--- config.mk ---
export PLATFORM = sky130hd
export DESIGN_NAME = msc_sideband_control
export DESIGN_NICKNAME = d
export VERILOG_FILES = /design/src/msc_pkg.sv /design/src/msc_sideband_control.sv
export SDC_FILE = /design/constraint.sdc
export NUM_CORES = 1
export LEC_CHECK = 0
export BUFFER_PORTS_ARGS = -buffer_cell sky130_fd_sc_hd__buf_2
export CAP_MARGIN = 20
export CELL_PAD_IN_SITES_DETAIL_PLACEMENT = 1
export CELL_PAD_IN_SITES_GLOBAL_PLACEMENT = 1
export CORE_MARGIN = 2
export CORE_UTILIZATION = 41
export DETAILED_ROUTE_END_ITERATION = 12
export HOLD_SLACK_MARGIN = 0.05
export PLACE_DENSITY = 0.77
export SLEW_MARGIN = 15
export SYNTH_ARGS = -nofsm -noshare
export SYNTH_HDL_FRONTEND = slang
export SYNTH_SLANG_ARGS = --single-unit
--- constraint.sdc ---
create_clock -name clk_i -period 1.85 [get_ports clk_i]
set_input_delay 0.185 -clock clk_i [delete_from_list [all_inputs] [get_ports clk_i]]
set_output_delay 0.185 -clock clk_i [all_outputs]
set_load 0.01 [all_outputs]
--- src/msc_pkg.sv ---
// shared constants and carrier types of the module sideband control block
package msc_pkg;

  // ----------------------------------------------------------------
  // timing
  // ----------------------------------------------------------------
  localparam int CLK_PERIOD_PS = 4000;
  localparam int RESET_MIN_NS = 1000;
  localparam int INIT_NS = 2000;
  // least time rounds up to whole cycles
  localparam int RESET_MIN_CYC = (RESET_MIN_NS * 1000 + CLK_PERIOD_PS - 1) / CLK_PERIOD_PS;
  localparam int INIT_CYC = (INIT_NS * 1000 + CLK_PERIOD_PS - 1) / CLK_PERIOD_PS;

  // ----------------------------------------------------------------
  // management map (byte addresses)
  // ----------------------------------------------------------------
  localparam logic [7:0] ADDR_STATUS = 8'h02;
  localparam logic [7:0] ADDR_LOS_FLAG = 8'h03;
  localparam logic [7:0] ADDR_TEMP_FLAG = 8'h06;
  localparam logic [7:0] ADDR_CTRL_POWER = 8'h5d;
  localparam logic [7:0] ADDR_MASK_LOS = 8'h64;
  localparam logic [7:0] ADDR_MASK_TEMP = 8'h67;

  // field positions
  localparam int STATUS_NOT_READY_BIT = 0;
  localparam int STATUS_INT_BIT = 1;
  localparam int TEMP_INIT_DONE_BIT = 0;
  localparam int POWER_OVR_BIT = 0;
  localparam int POWER_SET_BIT = 1;

  // values after reset
  localparam logic [7:0] MASK_LOS_RST = 8'h00;
  localparam logic [7:0] MASK_TEMP_RST = 8'h00;
  localparam logic [7:0] CTRL_POWER_RST = 8'h00;
  localparam logic [7:0] LOS_FLAG_RST = 8'h00;

  // ----------------------------------------------------------------
  // types
  // ----------------------------------------------------------------
  typedef enum logic [1:0] {
    MSC_ST_INIT = 2'b00,
    MSC_ST_RUN = 2'b01,
    MSC_ST_RESET = 2'b11
  } msc_state_t;

  typedef struct packed {
    logic valid;
    logic write;
    logic [7:0] addr;
    logic [7:0] wdata;
  } msc_req_t;

  typedef struct packed {
    logic valid;
    logic [7:0] data;
  } msc_rsp_t;

endpackage : msc_pkg

--- src/msc_sideband_control.sv ---
// sideband pins and management-side state of a pluggable optical module
`timescale 1ns/1ps

module msc_sideband_control import msc_pkg::*; #(
  parameter int RESET_MIN_CYCLES = RESET_MIN_CYC,
  parameter int INIT_CYCLES = INIT_CYC
) (
  input wire logic clk_i,
  input wire logic rst_n_i,
  input wire logic module_select_n_i,
  input wire logic module_select_driven_i,
  input wire logic module_reset_n_i,
  input wire logic low_power_request_i,
  input wire logic [7:0] los_event_i,
  input wire msc_req_t req_i,
  input wire logic sda_drive_i,
  output msc_rsp_t rsp_o,
  output logic sda_o,
  output logic sda_oe_o,
  output logic intl_o,
  output logic intl_oe_o,
  output logic present_n_o,
  output logic low_power_o,
  output logic not_ready_o
);

  // ----------------------------------------------------------------
  // state
  // ----------------------------------------------------------------
  msc_state_t st_q, st_d;
  logic [15:0] low_cnt_q, low_cnt_d;
  logic [15:0] init_cnt_q, init_cnt_d;
  logic [7:0] los_q, los_d;
  logic init_done_q, init_done_d;
  logic [7:0] mask_los_q, mask_los_d;
  logic [7:0] mask_temp_q, mask_temp_d;
  logic [7:0] ctrl_power_q, ctrl_power_d;
  msc_rsp_t rsp_d;
  logic sda_oe_d, intl_oe_d, low_power_d, not_ready_d;
  logic selected, pending, rd_hit;

  // flag pending after a read-clear still counts; set wins over clear
  function automatic logic [7:0] msc_flag_next(input logic [7:0] cur, input logic [7:0] set,
                                               input logic clr);
    return (clr ? 8'h00 : cur) | set;
  endfunction : msc_flag_next

  // ----------------------------------------------------------------
  // next-state logic
  // ----------------------------------------------------------------
  always_comb begin
    // pull-up: a floating select reads high, so the module stays deselected
    selected = module_select_driven_i & ~module_select_n_i;
    rd_hit = req_i.valid & selected & ~req_i.write;
    // only unmasked latched sources may pull the interrupt line
    pending = |(los_q & ~mask_los_q) | (init_done_q & ~mask_temp_q[TEMP_INIT_DONE_BIT]);
    st_d = st_q;
    low_cnt_d = low_cnt_q;
    init_cnt_d = init_cnt_q;
    mask_los_d = mask_los_q;
    mask_temp_d = mask_temp_q;
    ctrl_power_d = ctrl_power_q;
    // latched sources clear on a read of their byte
    los_d = msc_flag_next(los_q, los_event_i, rd_hit && req_i.addr == ADDR_LOS_FLAG);
    init_done_d = (rd_hit && req_i.addr == ADDR_TEMP_FLAG) ? 1'b0 : init_done_q;
    rsp_d = '0;
    // glitch filter: count consecutive low cycles, saturating
    if (module_reset_n_i) begin
      low_cnt_d = 16'h0000;
    end else if (low_cnt_q < 16'(RESET_MIN_CYCLES)) begin
      low_cnt_d = low_cnt_q + 16'h0001;
    end
    case (st_q)
      MSC_ST_INIT: begin
        if (init_cnt_q >= 16'(INIT_CYCLES - 1)) begin
          st_d = MSC_ST_RUN;
          init_done_d = 1'b1;
        end else begin
          init_cnt_d = init_cnt_q + 16'h0001;
        end
      end
      MSC_ST_RUN: ;
      MSC_ST_RESET: begin
        if (module_reset_n_i) begin
          st_d = MSC_ST_INIT;
        end
      end
      default: st_d = MSC_ST_RESET;
    endcase
    // a short dip never reaches the limit and is ignored
    if (!module_reset_n_i && low_cnt_q == 16'(RESET_MIN_CYCLES - 1)) begin
      st_d = MSC_ST_RESET;
    end
    // register access, gated by select
    if (req_i.valid && selected && st_q != MSC_ST_RESET) begin
      if (req_i.write) begin
        case (req_i.addr)
          ADDR_MASK_LOS: mask_los_d = req_i.wdata;
          ADDR_MASK_TEMP: mask_temp_d = req_i.wdata;
          ADDR_CTRL_POWER: ctrl_power_d = req_i.wdata;
          default: ;
        endcase
      end else begin
        rsp_d.valid = 1'b1;
        case (req_i.addr)
          ADDR_STATUS: begin
            rsp_d.data[STATUS_NOT_READY_BIT] = st_q != MSC_ST_RUN;
            rsp_d.data[STATUS_INT_BIT] = ~intl_oe_o;
          end
          ADDR_LOS_FLAG: rsp_d.data = los_q;
          ADDR_TEMP_FLAG: rsp_d.data[TEMP_INIT_DONE_BIT] = init_done_q;
          ADDR_CTRL_POWER: rsp_d.data = ctrl_power_q;
          ADDR_MASK_LOS: rsp_d.data = mask_los_q;
          ADDR_MASK_TEMP: rsp_d.data = mask_temp_q;
          default: rsp_d.data = 8'h00;
        endcase
      end
    end
    // reset restores every settable byte and drops latched flags
    if (st_d == MSC_ST_RESET) begin
      mask_los_d = MASK_LOS_RST;
      mask_temp_d = MASK_TEMP_RST;
      ctrl_power_d = CTRL_POWER_RST;
      los_d = LOS_FLAG_RST;
      init_done_d = 1'b0;
      init_cnt_d = 16'h0000;
    end
    sda_oe_d = sda_drive_i & selected;
    intl_oe_d = pending;
    // software override of the pin, else the pin itself decides
    low_power_d = ctrl_power_q[POWER_OVR_BIT] ? ctrl_power_q[POWER_SET_BIT]
                                              : low_power_request_i;
    // host must treat status as stale until this drops
    not_ready_d = st_d != MSC_ST_RUN;
  end

  // ----------------------------------------------------------------
  // registers
  // ----------------------------------------------------------------
  // power-up enters init, so the completion flag rises after insertion too
  always_ff @(posedge clk_i or negedge rst_n_i) begin
    if (!rst_n_i) begin
      st_q <= MSC_ST_INIT;
      low_cnt_q <= 16'h0000;
      init_cnt_q <= 16'h0000;
      los_q <= LOS_FLAG_RST;
      init_done_q <= 1'b0;
      mask_los_q <= MASK_LOS_RST;
      mask_temp_q <= MASK_TEMP_RST;
      ctrl_power_q <= CTRL_POWER_RST;
      rsp_o <= '0;
      sda_o <= 1'b0;
      sda_oe_o <= 1'b0;
      intl_o <= 1'b0;
      intl_oe_o <= 1'b0;
      present_n_o <= 1'b0;
      low_power_o <= 1'b0;
      not_ready_o <= 1'b1;
    end else begin
      st_q <= st_d;
      low_cnt_q <= low_cnt_d;
      init_cnt_q <= init_cnt_d;
      los_q <= los_d;
      init_done_q <= init_done_d;
      mask_los_q <= mask_los_d;
      mask_temp_q <= mask_temp_d;
      ctrl_power_q <= ctrl_power_d;
      rsp_o <= rsp_d;
      sda_o <= 1'b0; // open drain: only the enable moves
      sda_oe_o <= sda_oe_d;
      intl_o <= 1'b0;
      intl_oe_o <= intl_oe_d;
      present_n_o <= 1'b0;
      low_power_o <= low_power_d;
      not_ready_o <= not_ready_d;
    end
  end
endmodule : msc_sideband_control

==> results of run 1 <==
==> worst paths after layout <==
| check | slack [ps] | endpoint | depth (start not counted) |
|---|---|---|---|
| min in group asynchronous | 380 | ctrl_power_q[7]$_DFFE_PN0P_ | 2 |
| hold / removal | 70 | los_q[1]$_DFF_PN0_ | 3 |
| setup / recovery | -90 | st_q[0]$_DFF_PN0_ | 6 |
| max in group asynchronous | 840 | low_cnt_q[2]$_DFFE_PN0P_ | 3 |
| setup reg to reg | -90 | st_q[0]$_DFF_PN0_ | 6 |
| hold reg to reg | 490 | init_cnt_q[14]$_DFFE_PN0P_ | 2 |
==> cell type report <==
type                       instances  area, µm²  share of cell area (%)
sequential                        80       2000                    44.3
timing repair buffer              85        583                    12.9
clock buffer                      10        138                    3.05
multi-input combinational        220       1520                    33.6
tap                              108        135                    2.99
clock inverter                     6       68.8                    1.52
inverter                          20       75.1                    1.66
==> timing repair <==
item | in CTS | in global routing
gates resized for setup | 3 | 8
hold buffers | 2 | 0
buffers inserted | 2 | 3
gates cloned | 0 | 1
endpoints found under the hold margin | 42 | 0
setup endpoints to repair | 50 | 50
pin swaps | 6 | 8
==> cells in the final DEF (no fill, tap or decap), drive strengths merged, types with 2 or more instances in the layout <==
master,synthesis,routed
nand4,8,8
clkinv,0,4
o22ai,2,2
a21boi,2,2
inv,20,20
buf,3,82
nor2,59,59
or2,2,2
and3,2,2
dfrtp,79,79
nand3,5,5
conb,1,3
nor4,6,6
a21o,2,2
nand2,21,21
mux2i,24,24
nand2b,3,3
a211oi,2,2
xor2,7,7
dlygate4sd3,0,2
or3,2,2
nor2b,9,9
clkbuf,8,11
ha,3,3
a222oi,9,9
a22oi,3,3
a21oi,18,18
xnor2,6,6
nor3,5,5
==> cells by family after synthesis <==
kind of cell / after synthesis / synth area share [%]
compound gates: 47 / 10.2
xor+xnor: 13 / 3.18
fa+ha+maj: 3 / 1.05
buf+inv: 31 / 3.57
flops: 80 / 56.0
mux: 25 / 7.03
other cells: 1 / 0.105
simple gates: 129 / 18.9
==> per-layer routing <==
metal,track usage [%],wire (µm)
met2,35.4,4680
met5,0,12
met4,7.26,246
met3,5.25,547
met1,27.2,4120
==> power breakdown <==
| part | switching, W | internal [W] |
|---|---|---|
| clock network | 0.000664 | 0.000665 |
| logic | 0.000108 | 0.0000693 |
| registers | 0.0000139 | 0.00176 |
| total | 0.000786 | 0.00250 |
==> worst register-to-register path, cell delays in order (launching register included) <==
cell and delay [ps]:
dfrtp_1 390, ha_2 200, o31a_1 260, a2111o_1 530
buf_4 190, buf_6 110, a21o_1 170
==> metrics by stage <==
step	setup TNS, ps	instance area (µm²)	worst slack [ps]	util, %	total power, W
2_1_floorplan	-152	3600	-40.1	-	0.00186
3_5_place_dp	-3120	4170	-133	48.6	0.00198
5_1_grt	-1380	4520	-177	52.6	0.00340
4_1_cts	-159	4430	-55.8	51.5	0.00332
3_3_place_gp	-230	4170	-43.6	48.6	0.00197
6_report	-403	4520	-91.0	52.6	0.00328
==> registers in the layout, summed over array words and instances (netlist names), 2 cells and up <==
register and count:
init_cnt_q 16, low_cnt_q 16, rsp_o 9, ctrl_power_q 8
los_q 8, mask_los_q 8, mask_temp_q 8, st_q 2
==> metrics.md, run 1 <==
| Metric | Value |
|---|---|
| Clk pin slew, worst setup/hold paths | 80 ps |
| Worst Tran Pin Value | 880 ps |
| Setup ws final | -91.0 ps |
| Final period utilization | 105% |
| Worst VDD drop | 469 µV |
| DR DRC count | 0 |
| Core area | 0.00859 mm² |
| Max Clk Rate | between 500 and 600 MHz |
| Most common library cells after synthesis | dfrtp_1 (79), nor2_1 (59), mux2i_1 (24) |
| Crit-path leading delay family | compound AO/OA/AOI/OAI gates |
| Synth top area cells | dfrtp_1 (55%), mux2i_1 (6.7%), nor2_1 (6.2%), a21oi_1 (2.5%), a222oi_1 (2.5%) |
| Placer Congestion | between 0.8 and 0.9 |
| Num CTS Buffers | 9 |
| Max Slew Vio Count | 0 |
| Die area | 0.00948 mm² |
| Syn. warnings | 0 |
| Synth Cell Area | 0.00358 mm² |
| Fillcell total | 967 |
| Clock skew | approximately 11 ps |
| Top Ports | 49 |
| # setup viols final | 8 |
| Non-filler cells, final | 529 |
| Layout cells sized above 1 | 28.5% |
| Cell taking the most area after synthesis | dfrtp_1 |
| CP Cell Sequence | ha_2 > o31a_1 > a2111o_1 > buf_4 > buf_6 > a21o_1 |
| Initial core utilization | 41.6% |
| Worst R2R Start | init_cnt_q[0]$_DFFE_PN0P_ |
| Global-route wire length before repair | 16.2 mm |
| Share of synthesized registers carrying an async set or reset | 100% |
| Sequential fraction of the synthesis area | 56.0% |
| Num Clock Sinks | 80 |
| Slowest CP cell | a2111o_1 |
| # rows | 34 |
| Area delta synth->final | 26.4% |
| Initial antenna violation count | 2 |
| First DRT Iteration DRCs | 107 |
| Pwr dens | roughly 730 mW/mm² |
| GRT Total Usage | 21.2% |
| WL/cell | 18.2 µm |
| Post-synth top area share | 55.3% |
| Hold Slack | 68.0 ps |
| Crit path required time | 2090 ps |
| Status | complete, but fails checks |
| Yosys cell types | between 40 and 50 |
| Post-synth top flop | dfrtp_1 |
| Max Cap Viol | 0 |
| CP startpoint kind | flop |
| N_diodes | 0 |
| Worst setup startpoint | init_cnt_q[0]$_DFFE_PN0P_ |
| Number of flops mapped to enable cells by yosys | 0 |
| Clk buf depth | 2 |
| WS Path Type | reg -> reg |
| Drt total wl | a little under 10 mm |
| Die Ht | about 97 µm |
| Worst stage delay on the critical path | around 530 ps |
| DP Cell Count | 505 |
| Clk Latency, worst-skew pair | 350 ps |
| Gate Count Post-Synth | 329 |
| Number of synthesized register bits | 80 |
| Remaining global-route overflow | 0 |
| Largest net degree at the start of global routing | 46 |
| Die W | 97.4 µm |
| Min-delay worst type | in -> reg |
| RSZ-0062 raised after global routing | yes |
| Fin. Hold Viols | 0 |
| Routed vias/inst | roughly 5.5 |
| CTS tree | yes |
| CTS HTree Levels | 3 |
| PortBufs | 45 |
| Failing checks | negative setup slack |
| Crit path capture type | flop |
| Final ANT Viol Nets | 0 |
| HP Start | los_event_i[1] |
| Router iterations before antenna repair | 5 |
| Synthesized area per cell | 10.9 µm² |
| Final HPWL DP | 6.83 mm |
| WP data arrival | 2180 ps |
| Vias | 2915 |
| Rel. slew slack | between 40% and 50% |
| CP Max Fanout | 5 |
| Static Leak | roughly 2.2 nW |
| Count leader, synth | dfrtp_1 |
| CP Buf/Inv Count | 2 |
| Layout Nets | 452 |
| Post-layout minimum cycle time | 1940 ps |
| Number of global-route vias before repair | 3190 |
| CTS Root Buffer Type | clkbuf_8 |
Note: power is estimated with default switching activity, not from simulation.
==> run 2: changes to the inputs <==
--- a/config.mk
+++ b/config.mk
@@ -9,10 +9,9 @@
 export CAP_MARGIN = 20
 export CELL_PAD_IN_SITES_DETAIL_PLACEMENT = 1
 export CELL_PAD_IN_SITES_GLOBAL_PLACEMENT = 1
-export CORE_MARGIN = 2
 export CORE_UTILIZATION = 41
 export DETAILED_ROUTE_END_ITERATION = 12
-export HOLD_SLACK_MARGIN = 0.05
+export HOLD_SLACK_MARGIN = 0.1
 export PLACE_DENSITY = 0.77
 export SLEW_MARGIN = 15
 export SYNTH_ARGS = -nofsm -noshare
==> metrics.md, run 2 (synthesized netlist as in run 1, its figures left out) <==
| Metric | Value |
|---|---|
| Core area | 0.00834 mm² (-2.9%) |
| Initial antenna violation count | 0 (-2) |
| Fin. Hold Viols | 0 (unchanged) |
| Max Slew Vio Count | 0 (unchanged) |
| Placer Congestion | 0.765 (-11%) |
| Crit path required time | 2100 ps (about the same) |
| N_diodes | 0 (unchanged) |
| Clock power frac | 40.6% (about the same) |
| Sequential cell area | 0.00200 mm² (unchanged) |
| Sequential share of power | 53.5% (-0.6 points) |
| Crit path capture type | flop |
| Drt total wl | 9.68 mm (+0.76%) |
| Pwr dens | 730 mW/mm² (+0.56%) |
| Top Ports | 49 (unchanged) |
| CP Buf/Inv Count | 0 (-2) |
| Commonest cells after routing, fill and taps aside | dfrtp_1 (79), nor2_1 (58), buf_2 (44) |
| CP Depth | 6 (unchanged) |
| Clk pin slew, worst setup/hold paths | 80 ps (about the same) |
| Worst stage delay on the critical path | 490 ps (-40 ps) |
| CP Cell Sequence | ha_2 > o31a_1 > a2111o_1 > nor3_2 > xnor2_1 > nor2_1 |
| Num Clock Sinks | 80 (unchanged) |
| Worst R2R Start | init_cnt_q[0]$_DFFE_PN0P_ |
| CTS Root Buffer Type | clkbuf_8 |
| Max Clk Rate | 514 MHz (-0.33%) |
| Final HPWL DP | 6.81 mm (-0.28%) |
| Router iterations before antenna repair | 5 (unchanged) |
| Commonest non-fill, non-tap cell in the layout | dfrtp_1 |
| PortBufs | 45 (unchanged) |
| Initial core utilization | 42.9% (+1.3 points) |
| CTS tree | yes |
| Layout cells sized above 1 | 26.5% (-2.0 points) |
| Min-delay worst type | in -> reg |
| Status | complete, but fails checks |
| Largest net degree at the start of global routing | 44 (-4.3%) |
| Clk Latency, worst-skew pair | 360 ps (about the same) |
| # rows | 33 (-2.9%) |
| Final period utilization | 105% (+0.35 points) |
| Clock skew | 11.5 ps (+0.311 ps) |
| CTS HTree Levels | 3 (unchanged) |
| Global-route wire length before repair | 15.6 mm (-3.3%) |
| Post-layout util | 54.5% (+1.9 points) |
| CP startpoint kind | flop |
| Switch Pwr | 0.000774 W (-1.5%) |
| Rel. slew slack | 30.0% (-11 points) |
| Non-filler cells, final | 532 (+0.57%) |
| Layout Nets | 458 (+1.3%) |
| Fillcell total | 927 (-4.1%) |
| Static Leak | 2.25 nW (+0.22%) |
| P_int | 0.00254 W (+1.9%) |
| Worst Tran Pin Value | 1040 ps (+158 ps) |
| HP Start | req_i[3] |
| Total Power | 0.00332 W (+1.1%) |
| GRT Total Usage | 23.4% (+2.1 points) |
| DP Cell Count | 500 (-0.99%) |
| Post-layout minimum cycle time | 1950 ps (+6.39 ps) |
| First DRT Iteration DRCs | 158 (+48%) |
| Routed vias/inst | 5.43 (-1.4%) |
| # setup viols final | 9 (+1) |
| DR DRC count | 0 (unchanged) |
| Switch share | 23.3% (-0.60 points) |
| Clk buf depth | 2 (unchanged) |
| Die W | 95.4 µm (-2.1%) |
| Final ANT Viol Nets | 0 (unchanged) |
| Slowest CP cell | a2111o_1 |
| Met3 WL post-DR | 473 µm (-14%) |
| Remaining global-route overflow | 0 (unchanged) |
| Vias | 2890 (-0.86%) |
| Die Ht | 95.4 µm (-2.1%) |
| Setup ws final | -97.4 ps (-6.39 ps) |
| WS Path Type | reg -> reg |
| CP Max Fanout | 5 (unchanged) |
| Met2 wire length | 4.93 mm (+5.4%) |
| RSZ-0062 raised after global routing | yes |
| Area delta synth->final | 27.0% |
| Routed met1 length | 4.10 mm (-0.58%) |
| Hold Slack | 112 ps (+43.7 ps) |
| Reg2Reg Depth | 6 (unchanged) |
| Gate power share | 5.8% (+0.4 points) |
| Worst VDD drop | 301 µV (-36%) |
| Crit-path leading delay family | compound AO/OA/AOI/OAI gates |
| DR top layer | met4 |
| Biggest registers after layout | init_cnt_q: 16 flops, low_cnt_q: 16 flops, rsp_o: 9 flops |
| Num CTS Buffers | 9 (unchanged) |
| WP data arrival | 2200 ps (+20 ps) |
| Max Cap Viol | 0 (unchanged) |
| Number of global-route vias before repair | 3140 (-1.6%) |
| Die area | 0.00910 mm² (-4.1%) |
| Hold path cells | 3 (unchanged) |
| Multi-input gate area | 0.00149 mm² (-1.7%) |
| Failing checks | negative setup slack |
| WL/cell | 18.2 µm (+0.19%) |
| Worst setup startpoint | init_cnt_q[0]$_DFFE_PN0P_ |
==> run 2: path summary, 6_finish.rpt <==
path                                              end  slack [ps]
max                         init_cnt_q[5]$_DFFE_PN0P_        -100
min                        mask_temp_q[3]$_DFFE_PN0P_         110
min in group asynchronous   mask_los_q[4]$_DFFE_PN0P_         360
max in group asynchronous       not_ready_o$_DFF_PN1_         860
min reg2reg                init_cnt_q[11]$_DFFE_PN0P_         510
max reg2reg                 init_cnt_q[5]$_DFFE_PN0P_        -100
==> run 2: power by group through the flow <==
| stage | sequential [W] | combinational (W) | clock (W) |
|---|---|---|---|
| final | 0.00178 | 0.000193 | 0.00135 |
| after floorplan | 0.00181 | 0.0000552 | 0 |
| after global routing | 0.00178 | 0.000214 | 0.00146 |
| after detailed placement | 0.00181 | 0.000172 | 0 |
| after global placement | 0.00181 | 0.000163 | 0 |
| after CTS | 0.00178 | 0.000194 | 0.00137 |
==> run 2: area by class of cell <==
type | instances | area share [%]
Clock buffer | 12 | 3.42
Clock inverter | 4 | 1.16
Inverter | 20 | 1.65
Timing Repair Buffer | 91 | 14.0
Tap cell | 105 | 2.89
Sequential cell | 80 | 44.1
Multi-Input combinational cell | 220 | 32.8
==> run 2: worst min-delay path, cell delays in order <==
cell and delay (ps):
buf_2 110, mux2i_1 60, nor2_1 80
==> run 2: metrics by stage <==
step / cell area, µm² / setup TNS, ps / worst slack, ps
global route: 4540 / -1030 / -161
CTS: 4500 / -774 / -135
finish: 4540 / -408 / -97.4
global placement: 4160 / -306 / -61.0
floorplan: 3600 / -152 / -40.1
detailed placement: 4160 / -1790 / -137
==> run 2: per-layer routing <==
| layer | track usage (%) | vias up |
|---|---|---|
| met5 | 0 | - |
| met4 | 9.20 | 0 |
| met2 | 39.9 | 83 |
| met1 | 28.5 | 1456 |
| met3 | 5.42 | 17 |
| li1 | - | 1334 |
==> run 2: repair_timing <==
item / in CTS / in global routing
buffers inserted: 1 / 2
hold endpoints to repair: 54 / 0
resized for setup: 0 / 6
setup endpoints to repair: 10 / 49
hold buffers: 13 / 0
pin swaps: 3 / 10
